==> src/core/cei_pkg.sv <==
// constants shared by the comparator event and interrupt logic
// assumes one 20 MHz system clock and a byte-wide register port
package cei_pkg;
  // channel count, synchroniser depth and register port widths
  localparam int NUM_CH      = 3;
  localparam int SYNC_STAGES = 2;
  localparam int DATA_W      = 8;
  localparam int ADDR_W      = 8;

  // register byte addresses: control and mode pair per channel, then interrupt enable and status
  localparam logic [7:0] ADDR_CTRL0  = 8'h00;
  localparam logic [7:0] ADDR_MODE0  = 8'h01;
  localparam logic [7:0] ADDR_CTRL1  = 8'h02;
  localparam logic [7:0] ADDR_MODE1  = 8'h03;
  localparam logic [7:0] ADDR_CTRL2  = 8'h04;
  localparam logic [7:0] ADDR_MODE2  = 8'h05;
  localparam logic [7:0] ADDR_IRQ_EN = 8'h06;
  localparam logic [7:0] ADDR_IRQ_ST = 8'h07;

  // control register fields
  localparam int CTRL_ON_BIT   = 7;
  localparam int CTRL_RES_BIT  = 6;
  localparam int CTRL_RISE_BIT = 5;
  localparam int CTRL_FALL_BIT = 4;
  localparam int CTRL_HYSP_LSB = 2;
  localparam int CTRL_HYSN_LSB = 0;

  // mode register fields
  localparam int MODE_RIE_BIT  = 5;
  localparam int MODE_FIE_BIT  = 4;
  localparam int MODE_RSTE_BIT = 2;
  localparam int MODE_RESP_LSB = 0;

  // values after reset
  localparam logic [7:0] CTRL_RESET_VAL  = 8'h00;
  localparam logic [7:0] MODE_RESET_VAL  = 8'h00;
  localparam logic [2:0] IRQEN_RESET_VAL = 3'h0;

  // port 2 analog inputs, positive pin of each channel; negative is next pin
  localparam int unsigned CMP_POS_PIN [NUM_CH] = '{6, 2, 4};
endpackage

==> src/core/cei_irq.sv <==
// sticky interrupt status with write-one-to-clear and a mask
// assumes events are one-cycle pulses on i_clk
module cei_irq #(
  parameter int WIDTH = 3
) (
  // clock and reset
  input  wire logic             i_clk,
  input  wire logic             i_sys_rst,
  // events, software clear and mask
  input  wire logic [WIDTH-1:0] i_event,
  input  wire logic [WIDTH-1:0] i_clear,
  input  wire logic [WIDTH-1:0] i_mask,
  // status and interrupt line
  output logic      [WIDTH-1:0] o_status,
  output logic                  o_irq
);
  logic [WIDTH-1:0] next_status;
  logic             next_irq;

  if (WIDTH < 1) begin : g_chk
    $error("cei_irq needs WIDTH of at least one");
  end

  // set beats clear so an event in the clearing cycle survives
  always_comb begin
    next_status = (o_status & ~i_clear) | i_event;
    next_irq    = |(next_status & i_mask); // RULE_08
  end

  always_ff @(posedge i_clk) begin
    if (i_sys_rst) begin
      o_status <= '0;
      o_irq    <= 1'b0;
    end else begin
      o_status <= next_status;
      o_irq    <= next_irq;
    end
  end
endmodule

==> src/core/cei_sync_edge.sv <==
// two-flop synchroniser and edge detector for comparator outputs
// assumes raw inputs are asynchronous to i_clk
module cei_sync_edge #(
  parameter int WIDTH = 3
) (
  // clock and reset
  input  wire logic             i_clk,
  input  wire logic             i_sys_rst,
  // asynchronous raw levels and channel enables
  input  wire logic [WIDTH-1:0] i_raw,
  input  wire logic [WIDTH-1:0] i_on,
  // synchronised level and one-cycle edge pulses
  output logic      [WIDTH-1:0] o_level,
  output logic      [WIDTH-1:0] o_rise,
  output logic      [WIDTH-1:0] o_fall
);
  logic [WIDTH-1:0] meta;
  logic [WIDTH-1:0] sync;
  logic [WIDTH-1:0] prev;
  logic [WIDTH-1:0] on_d;

  if (WIDTH < 1) begin : g_chk
    $error("cei_sync_edge needs WIDTH of at least one");
  end

  // meta feeds only sync; edges come from sync against prev
  always_ff @(posedge i_clk) begin
    if (i_sys_rst) begin
      meta <= '0;
      sync <= '0;
      prev <= '0;
      on_d <= '0;
    end else begin
      meta <= i_raw;
      sync <= meta;
      prev <= sync;
      on_d <= i_on;
    end
  end

  // edges only while on for two cycles, so switching on or off is no edge
  always_comb begin
    o_level = sync;
    o_rise  = sync & ~prev & i_on & on_d;
    o_fall  = ~sync & prev & i_on & on_d;
  end
endmodule

==> src/core/cei_top.sv <==
// register file and control for three comparator channels
// assumes analog comparators outside; raw outputs arrive asynchronously
// register port: one-cycle strobes, read data valid the cycle after

// Summary of operation
// RULE_01 - three channels, each with own controls
// RULE_02 - response time and hysteresis per channel
// RULE_03 - on bit one runs, zero shuts down
// RULE_04 - pin output low while channel is off
// RULE_05 - output polled, interrupt, reset, pin
// RULE_06 - result bit readable at any time
// RULE_07 - rise and fall enables pick edges
// RULE_08 - interrupt also needs extended enable bit
// RULE_09 - falling edge sets fall flag; code sets it only while the fall enable is set
// RULE_10 - rising edge sets rise flag; code sets it only while the rise enable is set
// RULE_11 - software waits power-up before using output
// RULE_12 - inputs on port 2 pin pairs
// RULE_13 - synchronise output; flags cleared by writing zero
module cei_top #(
  parameter int NUM_CH = cei_pkg::NUM_CH
) (
  // clock and reset
  input  wire logic        i_clk,
  input  wire logic        i_sys_rst,
  // register port
  input  wire logic [7:0]  i_addr,
  input  wire logic [7:0]  i_wdata,
  input  wire logic        i_wr,
  input  wire logic        i_rd,
  output logic      [7:0]  o_rdata,
  // raw comparator outputs from the analog side
  input  wire logic [2:0]  i_cmp_raw,
  // analog configuration
  output logic      [2:0]  o_cmp_on,
  output logic      [5:0]  o_resp_mode,
  output logic      [5:0]  o_hyst_pos,
  output logic      [5:0]  o_hyst_neg,
  output logic      [7:0]  o_p2_analog_mask,
  // digital uses of the result
  output logic      [2:0]  o_cmp_pin_out,
  output logic      [2:0]  o_cmp_reset_req,
  output logic             o_irq
);
  if (NUM_CH != 3) begin : g_chk
    $error("cei_top serves exactly three channels");
  end

  // each positive pin needs its negative partner above it inside port 2
  for (genvar g = 0; g < 3; g++) begin : g_pin_chk
    if (cei_pkg::CMP_POS_PIN[g] > 6) begin : g_bad
      $error("cei_top comparator pin pair outside port 2");
    end
  end

  // register state
  logic [2:0] on;
  logic [1:0] hysp   [3];
  logic [1:0] hysn   [3];
  logic [1:0] resp   [3];
  logic [2:0] rie;
  logic [2:0] fie;
  logic [2:0] rst_en;
  logic [2:0] rise_flag;
  logic [2:0] fall_flag;
  logic [2:0] irq_en;
  logic [7:0] rdata;

  logic [2:0] next_on;
  logic [1:0] next_hysp  [3];
  logic [1:0] next_hysn  [3];
  logic [1:0] next_resp  [3];
  logic [2:0] next_rie;
  logic [2:0] next_fie;
  logic [2:0] next_rst_en;
  logic [2:0] next_rise_flag;
  logic [2:0] next_fall_flag;
  logic [2:0] next_irq_en;
  logic [7:0] next_rdata;

  // next values of the output flops
  logic [5:0] next_resp_mode;
  logic [5:0] next_hyst_pos;
  logic [5:0] next_hyst_neg;
  logic [7:0] next_p2_mask;
  logic [2:0] next_pin_out;
  logic [2:0] next_reset_req;

  // synchroniser and interrupt wiring
  logic [2:0] level;
  logic [2:0] rise;
  logic [2:0] fall;
  logic [2:0] result;
  logic [2:0] irq_event;
  logic [2:0] irq_clear;
  logic [2:0] irq_status;

  // one strobe decode, shared by every register
  function automatic logic hit(input logic strobe, input logic [7:0] a,
                               input logic [7:0] target);
    return strobe && (a == target);
  endfunction

  // packs one 2-bit field per channel, channel n at bits 2n+1:2n
  function automatic logic [5:0] pack2(input logic [1:0] f [3]);
    logic [5:0] p;
    p = '0;
    for (int ch = 0; ch < 3; ch++) begin
      p[2*ch +: 2] = f[ch];
    end
    return p;
  endfunction

  // control address of a channel, mode is the next byte
  function automatic logic [7:0] ctrl_addr(input int ch);
    logic [7:0] a;
    a = cei_pkg::ADDR_CTRL0;
    case (ch)
      1:       a = cei_pkg::ADDR_CTRL1;
      2:       a = cei_pkg::ADDR_CTRL2;
      default: a = cei_pkg::ADDR_CTRL0;
    endcase
    return a;
  endfunction

  function automatic logic [7:0] mode_addr(input int ch);
    logic [7:0] a;
    a = cei_pkg::ADDR_MODE0;
    case (ch)
      1:       a = cei_pkg::ADDR_MODE1;
      2:       a = cei_pkg::ADDR_MODE2;
      default: a = cei_pkg::ADDR_MODE0;
    endcase
    return a;
  endfunction

  // comparator outputs are asynchronous, so synchronise before edges
  cei_sync_edge #(
    .WIDTH (3)
  ) u_sync (
    .i_clk     (i_clk),
    .i_sys_rst (i_sys_rst),
    .i_raw     (i_cmp_raw),
    .i_on      (on),
    .o_level   (level),
    .o_rise    (rise),
    .o_fall    (fall)
  ); // RULE_13

  // a channel that is off reads and drives as low
  assign result    = level & on; // RULE_06
  // only enabled edges reach the interrupt status
  assign irq_event = (rise & rie) | (fall & fie); // RULE_07
  assign irq_clear = hit(i_wr, i_addr, cei_pkg::ADDR_IRQ_ST) ? i_wdata[2:0] : 3'h0;

  cei_irq #(
    .WIDTH (3)
  ) u_irq (
    .i_clk     (i_clk),
    .i_sys_rst (i_sys_rst),
    .i_event   (irq_event),
    .i_clear   (irq_clear),
    .i_mask    (irq_en),
    .o_status  (irq_status),
    .o_irq     (o_irq)
  ); // RULE_08

  // register writes and flag updates
  always_comb begin
    next_on        = on;
    next_rie       = rie;
    next_fie       = fie;
    next_rst_en    = rst_en;
    next_irq_en    = irq_en;
    next_rise_flag = rise_flag;
    next_fall_flag = fall_flag;
    for (int ch = 0; ch < 3; ch++) begin // RULE_01
      next_hysp[ch] = hysp[ch];
      next_hysn[ch] = hysn[ch];
      next_resp[ch] = resp[ch];
      if (hit(i_wr, i_addr, ctrl_addr(ch))) begin
        next_on[ch]   = i_wdata[cei_pkg::CTRL_ON_BIT]; // RULE_03
        next_hysp[ch] = i_wdata[cei_pkg::CTRL_HYSP_LSB +: 2]; // RULE_02
        next_hysn[ch] = i_wdata[cei_pkg::CTRL_HYSN_LSB +: 2];
        // a zero written clears a flag; a one leaves it as it is
        if (!i_wdata[cei_pkg::CTRL_RISE_BIT]) begin
          next_rise_flag[ch] = 1'b0; // RULE_13
        end
        if (!i_wdata[cei_pkg::CTRL_FALL_BIT]) begin
          next_fall_flag[ch] = 1'b0;
        end
      end
      if (hit(i_wr, i_addr, mode_addr(ch))) begin
        next_rie[ch]    = i_wdata[cei_pkg::MODE_RIE_BIT]; // RULE_07
        next_fie[ch]    = i_wdata[cei_pkg::MODE_FIE_BIT];
        next_rst_en[ch] = i_wdata[cei_pkg::MODE_RSTE_BIT];
        next_resp[ch]   = i_wdata[cei_pkg::MODE_RESP_LSB +: 2]; // RULE_02
      end
      // hardware set wins over a clear in the same cycle
      if (fall[ch] && fie[ch]) begin
        next_fall_flag[ch] = 1'b1; // RULE_09
      end
      if (rise[ch] && rie[ch]) begin
        next_rise_flag[ch] = 1'b1; // RULE_10
      end
    end
    if (hit(i_wr, i_addr, cei_pkg::ADDR_IRQ_EN)) begin
      next_irq_en = i_wdata[2:0]; // RULE_08
    end
  end

  // read mux; unmapped addresses and idle cycles read zero
  always_comb begin
    next_rdata = 8'h00;
    if (i_rd) begin
      for (int ch = 0; ch < 3; ch++) begin
        if (i_addr == ctrl_addr(ch)) begin
          next_rdata[cei_pkg::CTRL_ON_BIT]          = on[ch];
          next_rdata[cei_pkg::CTRL_RES_BIT]         = result[ch]; // RULE_06
          next_rdata[cei_pkg::CTRL_RISE_BIT]        = rise_flag[ch];
          next_rdata[cei_pkg::CTRL_FALL_BIT]        = fall_flag[ch];
          next_rdata[cei_pkg::CTRL_HYSP_LSB +: 2]   = hysp[ch];
          next_rdata[cei_pkg::CTRL_HYSN_LSB +: 2]   = hysn[ch];
        end
        if (i_addr == mode_addr(ch)) begin
          next_rdata[cei_pkg::MODE_RIE_BIT]         = rie[ch];
          next_rdata[cei_pkg::MODE_FIE_BIT]         = fie[ch];
          next_rdata[cei_pkg::MODE_RSTE_BIT]        = rst_en[ch];
          next_rdata[cei_pkg::MODE_RESP_LSB +: 2]   = resp[ch];
        end
      end
      if (i_addr == cei_pkg::ADDR_IRQ_EN) begin
        next_rdata[2:0] = irq_en;
      end
      if (i_addr == cei_pkg::ADDR_IRQ_ST) begin
        next_rdata[2:0] = irq_status;
      end
    end
  end

  // outputs toward the analog side, the pins and the reset logic
  always_comb begin
    next_p2_mask   = 8'h00;
    next_resp_mode = pack2(next_resp); // RULE_02
    next_hyst_pos  = pack2(next_hysp);
    next_hyst_neg  = pack2(next_hysn);
    for (int ch = 0; ch < 3; ch++) begin
      // positive pin first, negative on the pin above it
      if (next_on[ch]) begin
        next_p2_mask[cei_pkg::CMP_POS_PIN[ch]]     = 1'b1; // RULE_12
        next_p2_mask[cei_pkg::CMP_POS_PIN[ch] + 1] = 1'b1;
      end
    end
    // both follow the new on bit, so a shutdown drops them in the same cycle
    next_pin_out   = level & next_on; // RULE_04
    // reset request while the result is low; software must wait power-up
    next_reset_req = rst_en & next_on & ~level; // RULE_05 RULE_11
  end

  // register everything; no logic in this process
  always_ff @(posedge i_clk) begin
    if (i_sys_rst) begin
      on               <= {3{cei_pkg::CTRL_RESET_VAL[cei_pkg::CTRL_ON_BIT]}};
      rie              <= '0;
      fie              <= '0;
      rst_en           <= '0;
      rise_flag        <= '0;
      fall_flag        <= '0;
      irq_en           <= cei_pkg::IRQEN_RESET_VAL;
      rdata            <= 8'h00;
      o_resp_mode      <= '0;
      o_hyst_pos       <= '0;
      o_hyst_neg       <= '0;
      o_p2_analog_mask <= 8'h00;
      o_cmp_pin_out    <= '0;
      o_cmp_reset_req  <= '0;
      o_cmp_on         <= '0;
      // per-channel fields take the reset values of their registers
      for (int ch = 0; ch < 3; ch++) begin
        hysp[ch] <= cei_pkg::CTRL_RESET_VAL[cei_pkg::CTRL_HYSP_LSB +: 2];
        hysn[ch] <= cei_pkg::CTRL_RESET_VAL[cei_pkg::CTRL_HYSN_LSB +: 2];
        resp[ch] <= cei_pkg::MODE_RESET_VAL[cei_pkg::MODE_RESP_LSB +: 2];
      end
    end else begin
      on               <= next_on;
      rie              <= next_rie;
      fie              <= next_fie;
      rst_en           <= next_rst_en;
      rise_flag        <= next_rise_flag;
      fall_flag        <= next_fall_flag;
      irq_en           <= next_irq_en;
      rdata            <= next_rdata;
      o_resp_mode      <= next_resp_mode;
      o_hyst_pos       <= next_hyst_pos;
      o_hyst_neg       <= next_hyst_neg;
      o_p2_analog_mask <= next_p2_mask;
      o_cmp_pin_out    <= next_pin_out;
      o_cmp_reset_req  <= next_reset_req;
      o_cmp_on         <= next_on; // RULE_03
      for (int ch = 0; ch < 3; ch++) begin
        hysp[ch] <= next_hysp[ch];
        hysn[ch] <= next_hysn[ch];
        resp[ch] <= next_resp[ch];
      end
    end
  end

  // read data stands one cycle after the strobe
  assign o_rdata = rdata;
endmodule

==> config.mk <==
export PLATFORM = sky130hd
export DESIGN_NAME = cei_top
export DESIGN_NICKNAME = d
export VERILOG_FILES = /design/src/core/cei_pkg.sv /design/src/core/cei_irq.sv /design/src/core/cei_sync_edge.sv /design/src/core/cei_top.sv
export SDC_FILE = /design/constraint.sdc
export NUM_CORES = 1
export LEC_CHECK = 0
export BUFFER_PORTS_ARGS = -buffer_cell sky130_fd_sc_hd__buf_4
export CORE_MARGIN = 4
export CORE_UTILIZATION = 48
export DETAILED_ROUTE_END_ITERATION = 12
export GPL_ROUTABILITY_DRIVEN = 0
export PLACE_DENSITY = 0.74
export SLEW_MARGIN = 20
export SYNTH_ARGS = -nofsm -noshare
export SYNTH_HDL_FRONTEND = slang
export SYNTH_SLANG_ARGS = --single-unit
export TNS_END_PERCENT = 50
==> constraint.sdc <==
create_clock -name i_clk -period 1.55 [get_ports i_clk]
set_input_delay 0.155 -clock i_clk [delete_from_list [all_inputs] [get_ports i_clk]]
set_output_delay 0.155 -clock i_clk [all_outputs]
set_load 0.03 [all_outputs]
; Yosys cells after proc, flatten, opt, wreduce, memory -nomap -nowiden
; Memories as Yosys holds them, arrays and structs flattened.
; Cells that the tools add are included.
[totals]
register_bits = 77
ramBits = 18
memories = 3
output_inout_bits = 44
[op_classes]
mux = 59
n_eq_ne = 19
bitwise_logic = 29
reduce_logical = 29
[memory_table]
columns = memory, words, width, rd, rd_clocked_by_memory_dff, wr, line_no
row1 = hysn, 3, 2, 3, 0, 3, cei_top.sv:58  ; logic [1:0] hysn [3];
row2 = hysp, 3, 2, 3, 0, 3, cei_top.sv:57  ; logic [1:0] hysp [3];
row3 = resp, 3, 2, 3, 0, 3, cei_top.sv:59  ; logic [1:0] resp [3];
[op_table]
columns = op, n
row1 = $mux W8, 9
row2 = $eq A8 B8 Y1, 6
row3 = $mux W2, 24
row4 = $and A3 B3 Y3, 14
row5 = $eq A8 B3 Y1 const B, 4
row6 = $mux W1, 20
row7 = $mux W3, 6
row8 = $eq A8 B2 Y1 const B, 2
row9 = $logic_and A1 B1 Y1, 14
row10 = $ne A2 B1 Y1 const B, 6
row11 = $reduce_and A2 Y1, 6
row12 = $reduce_bool A2 Y1, 6
row13 = $not A3 Y3, 3
row14 = $or A1 B1 Y1, 9
row15 = $eq A8 B1 Y1 const B, 1
row16 = $logic_not A8 Y1, 1
row17 = $or A3 B3 Y3, 2
row18 = $reduce_or A3 Y1, 1
row19 = $reduce_or A2 Y1, 1
row20 = $not A1 Y1, 1

; Logic depth before layout (Yosys ltp)
[depth]
depth_word = 10
depth_mapped = 6
mapped_depth_nobuf = 4

; Cells and area by module
; Synthesis repeated with hierarchy kept, for this count alone.
[unflattened]
cells_unflattened = 301
area_unflattened_um2 = 3120.5
[modules_own_cells]
columns = mod, seq_area_each_um2, instances, cells_per_inst, area_each_um2
row1 = cei_top, 1061.0, 1, 257, 2548.7
row2 = cei_sync_edge, 240.2, 1, 31, 426.7
row3 = cei_irq, 80.1, 1, 13, 145.1

; Least setup slack after synthesis
; No wires, ideal clock.
[synth_path]
path_type = register to register
start = register u_sync.sync[0], in the netlist u_sync.o_level[0]
end = register u_irq.o_irq
t_arrival_ns = 1.376
stages_incl_launch_ff = 5
t_required_ns = 1.426
period_less_slack_ns = 1.501
setup_time_ns = 0.124
n_path_buf = 0
path_slack_ns = 0.049
path_cell_list = dfxtp_1 > and3b_1 > o211a_1 > o31a_1 > a2111o_1
[synth_via]
elab_chain_cells = 9
elab_cells_between_ends = 13
[synth_rtl]
columns = item, line_no
row1 = from (decl), cei_sync_edge.sv:18  ; logic [WIDTH-1:0] sync;
row2 = from (signal assigned), cei_sync_edge.sv:35  ; sync <= meta;
row3 = $not A3 Y3, cei_sync_edge.sv:45  ; o_fall = ~sync & prev & i_on & on_d;
row4 = $and A3 B3 Y3 (3 in series), cei_sync_edge.sv:45
row5 = $and A3 B3 Y3, cei_top.sv:152  ; assign irq_event = (rise & rie) | (fall & fie);
row6 = $or A3 B3 Y3 *, cei_top.sv:152
row7 = $or A3 B3 Y3 *, cei_irq.sv:26  ; next_status = (o_status & ~i_clear) | i_event;
row8 = $and A3 B3 Y3 *, cei_irq.sv:27  ; next_irq = |(next_status & i_mask);
row9 = $reduce_or A3 Y1 *, cei_irq.sv:27
row10 = to (signal assigned), cei_irq.sv:36  ; o_irq <= next_irq;
row11 = to (decl), cei_irq.sv:15  ; output logic o_irq
; Every way passes the cells marked *; elsewhere a longest branch is shown, timed or not.
; A chain may end at the register's enable or synchronous reset.

; Worst setup path after layout
; Same ends and word-level chain as after synthesis.

==> results.toml <==
[floorplan]
die_area_um2 = 7338
core-area_um2 = 5886
ioPinCount = 67
initial_core_util_pct = 49.19
rows = 28
die_x_um = 85.67
die_h_um = 85.67

[logic_synthesis]
avgSynthCellArea_um2 = 9.524
syn_inst = 304
syn-cell-area_um2 = 2895
ys_ff_latch = 69
synth_flop_cell = "dfxtp_1"
synth_cell_types = 39
synth_edf_count = 0
seq_area_frac_synth_pct = 47.71
async_reset_ff_share_pct = 0
yosys_warnings = 0

[drt]
drcViolationCount = 0
vias = 2551
antenna_left = 0
viasPerCell = 5.582
dr_wl_met3_um = 577
wl_met2_um = 3696
wl_per_cell_um = 16.73
routed_wl_um = 7644
dr.max_layer_used = "met4"
dr.first_iter.drc_count = 183
wl_met1_um = 3243
first_pass_iters = 4

[sta]
finalSetupViolations = 0
slew_violations = 0
finalCriticalPeriod_ns = 1.508
finalCritPeriodShare_pct = 97.28
hold_viol = 0
max_freq_ghz = 0.6632
rsz0062_at_grt = "yes"
setup_tns_ns = 0
finalClockSkew_ns = 0.004338

[worst_setup_path]
cp.required_ns = 1.78
crit_path_end_kind = "flip-flop"
worstPathArrival_ns = 1.73
crit_type = "reg -> reg"
worstSetupStartpointType = "flip-flop"
r2r_slack_ns = 0.04
worstPathMaxFanout = 3

[clock_tree]
cts_tree = "done"
insertion_delay_ns = 0.34
htree_num_levels = 3
cts_buffer_depth = 2
numCtsBuffers = 9
path_clk_slew_ns = 0.07
clockRootBuffer = "clkbuf_8"
cts.hold.buffers_added = 0
cts_sinks = 69

[layout]
final_cell_count_no_fill = 457
nets = 400
drive_gt1_share_pct = 29.32
antenna_cells = 0
area_growth_pct = 29.17
utilization_pct = 63.54

[placement]
dp_hpwl_um = 5542
placed_cells = 439
port_buffers = 63

[run]
cap_violations = 0

[global_route]
grt_overflow = 0
antenna_found_initial = 0
gr-usage-all-layers_pct = 21.54
grt_pass1_vias = 2423
grt_max_degree = 46
grt_pass1_wl_um = 12240

[pwr]
power.total_mw = 3.535
p_leak_nw = 1.814
cellPowerDensity_nw_per_um2 = 945.1
vdd_drop_max_uv = 519.4

[hold_path]
min_path_type = "in -> reg"

[outcome]
status = "completed"
## power breakdown
group	switching (mW)	internal [mW]
combinational	0.132	0.0938
clock	0.647	0.873
sequential	0.00579	1.78
## per-stage QoR
step,setup slack (ns),instance area [um^2],hold slack [ns]
6_report,0.04223,3740,0.01912
4_1_cts,0.02864,3739,0.002758
2_1_floorplan,0.04940,2899,0.2341
5_1_grt,-0.003293,3740,0.02576
3_5_place_dp,-0.08905,3510,0.3725
3_3_place_gp,-0.005672,3510,0.3654
## routing by layer
| metal | up-vias | global-route usage [%] |
|---|---|---|
| met5 | - | 0 |
| met4 | 0 | 9.209 |
| met3 | 13 | 3.939 |
| met2 | 104 | 35.31 |
| met1 | 1221 | 27.82 |
| li1 | 1213 | - |
## cell usage in the layout, fill, tap and decap left out, types with 2 or more instances in the layout
master	n
buf_4	87
dfxtp_1	66
nor2_1	41
mux2i_1	36
nor2b_1	18
a21oi_1	14
nand2_1	12
clkbuf_8	12
nand3_1	10
o21ai_0	8
a221oi_1	7
and3b_1	6
inv_1	5
nor3_1	5
nand4_1	5
nor3b_1	4
a21o_1	4
a31oi_1	4
a22oi_1	3
o22ai_1	3
nor4b_1	3
dfxtp_2	3
nand4_2	2
o211ai_1	2
mux2_2	2
and4b_1	2
conb_1	2
## worst max-delay path, cell delays in order, from the launching register on
cell and delay (ns):
dfxtp_2 0.34, and3b_1 0.19, o211a_1 0.23, o31a_1 0.26, a2111o_1 0.37
## flip-flops by register name, summed over array words and instances, names as in the netlist, 6 cells and up
name,flops
o_rdata,8
o_hyst_neg,6
o_hyst_pos,6
o_resp_mode,6
## cells in the mapped netlist (2+ instances only)
cell	number	area [um^2]
a21o_1	4	30.03
a21oi_1	14	70.07
a221oi_1	7	61.31
a22oi_1	3	22.52
a31oi_1	4	25.02
and3b_1	6	52.55
and4b_1	2	20.02
buf_2	8	40.04
buf_4	8	60.06
clkbuf_1	10	37.54
dfxtp_1	69	1381
inv_1	5	18.77
mux2_2	2	22.52
mux2i_1	36	360.4
nand2_1	12	45.04
nand3_1	10	50.05
nand4_1	5	31.28
nand4_2	2	25.02
nor2_1	41	153.9
nor2b_1	18	112.6
nor3_1	5	25.02
nor3b_1	4	30.03
nor4b_1	3	26.28
o211ai_1	2	15.01
o21ai_0	8	40.04
o22ai_1	3	18.77
## what timing repair did
action | CTS | global route
resized for setup | 2 | 1
setup buffers | 2 | 0
setup endpoints to repair | 1 | 1
pin swaps | 4 | 1
## worst paths after layout
| kind | endpoint | cells past startpoint | from |
|---|---|---|---|
| setup / recovery | u_irq.o_irq | 4 | u_sync.o_level[0] |
| hold / removal | u_sync.meta[0] | 2 | i_cmp_raw[0] |
| setup reg to reg | u_irq.o_irq | 4 | u_sync.o_level[0] |
| hold reg to reg | u_sync.o_level[1] | 1 | u_sync.meta[1] |
## cell type report
cell class	instances	area [um^2]
inverters	5	18.77
multi-input cells	204	1358
repair buffers	88	673.1
well taps	75	93.84
fillers	499	2146
clock buffers	13	168.9
flip-flops and latches	69	1385
clock inverters	3	42.54
## cell families (layout without fill, tap and decap cells)
logic type	count (synthesis)	count (layout)	synth area share, %
AO/OA/AOI/OAI	50	50	11.41
buffers and inverters	32	109	5.532
flip-flops	69	69	47.71
multiplexers	39	39	14.00
other	1	2	0.1295
AND/OR/NAND/NOR	113	113	21.22
No activity file was read; power rests on OpenSTA's default activity.
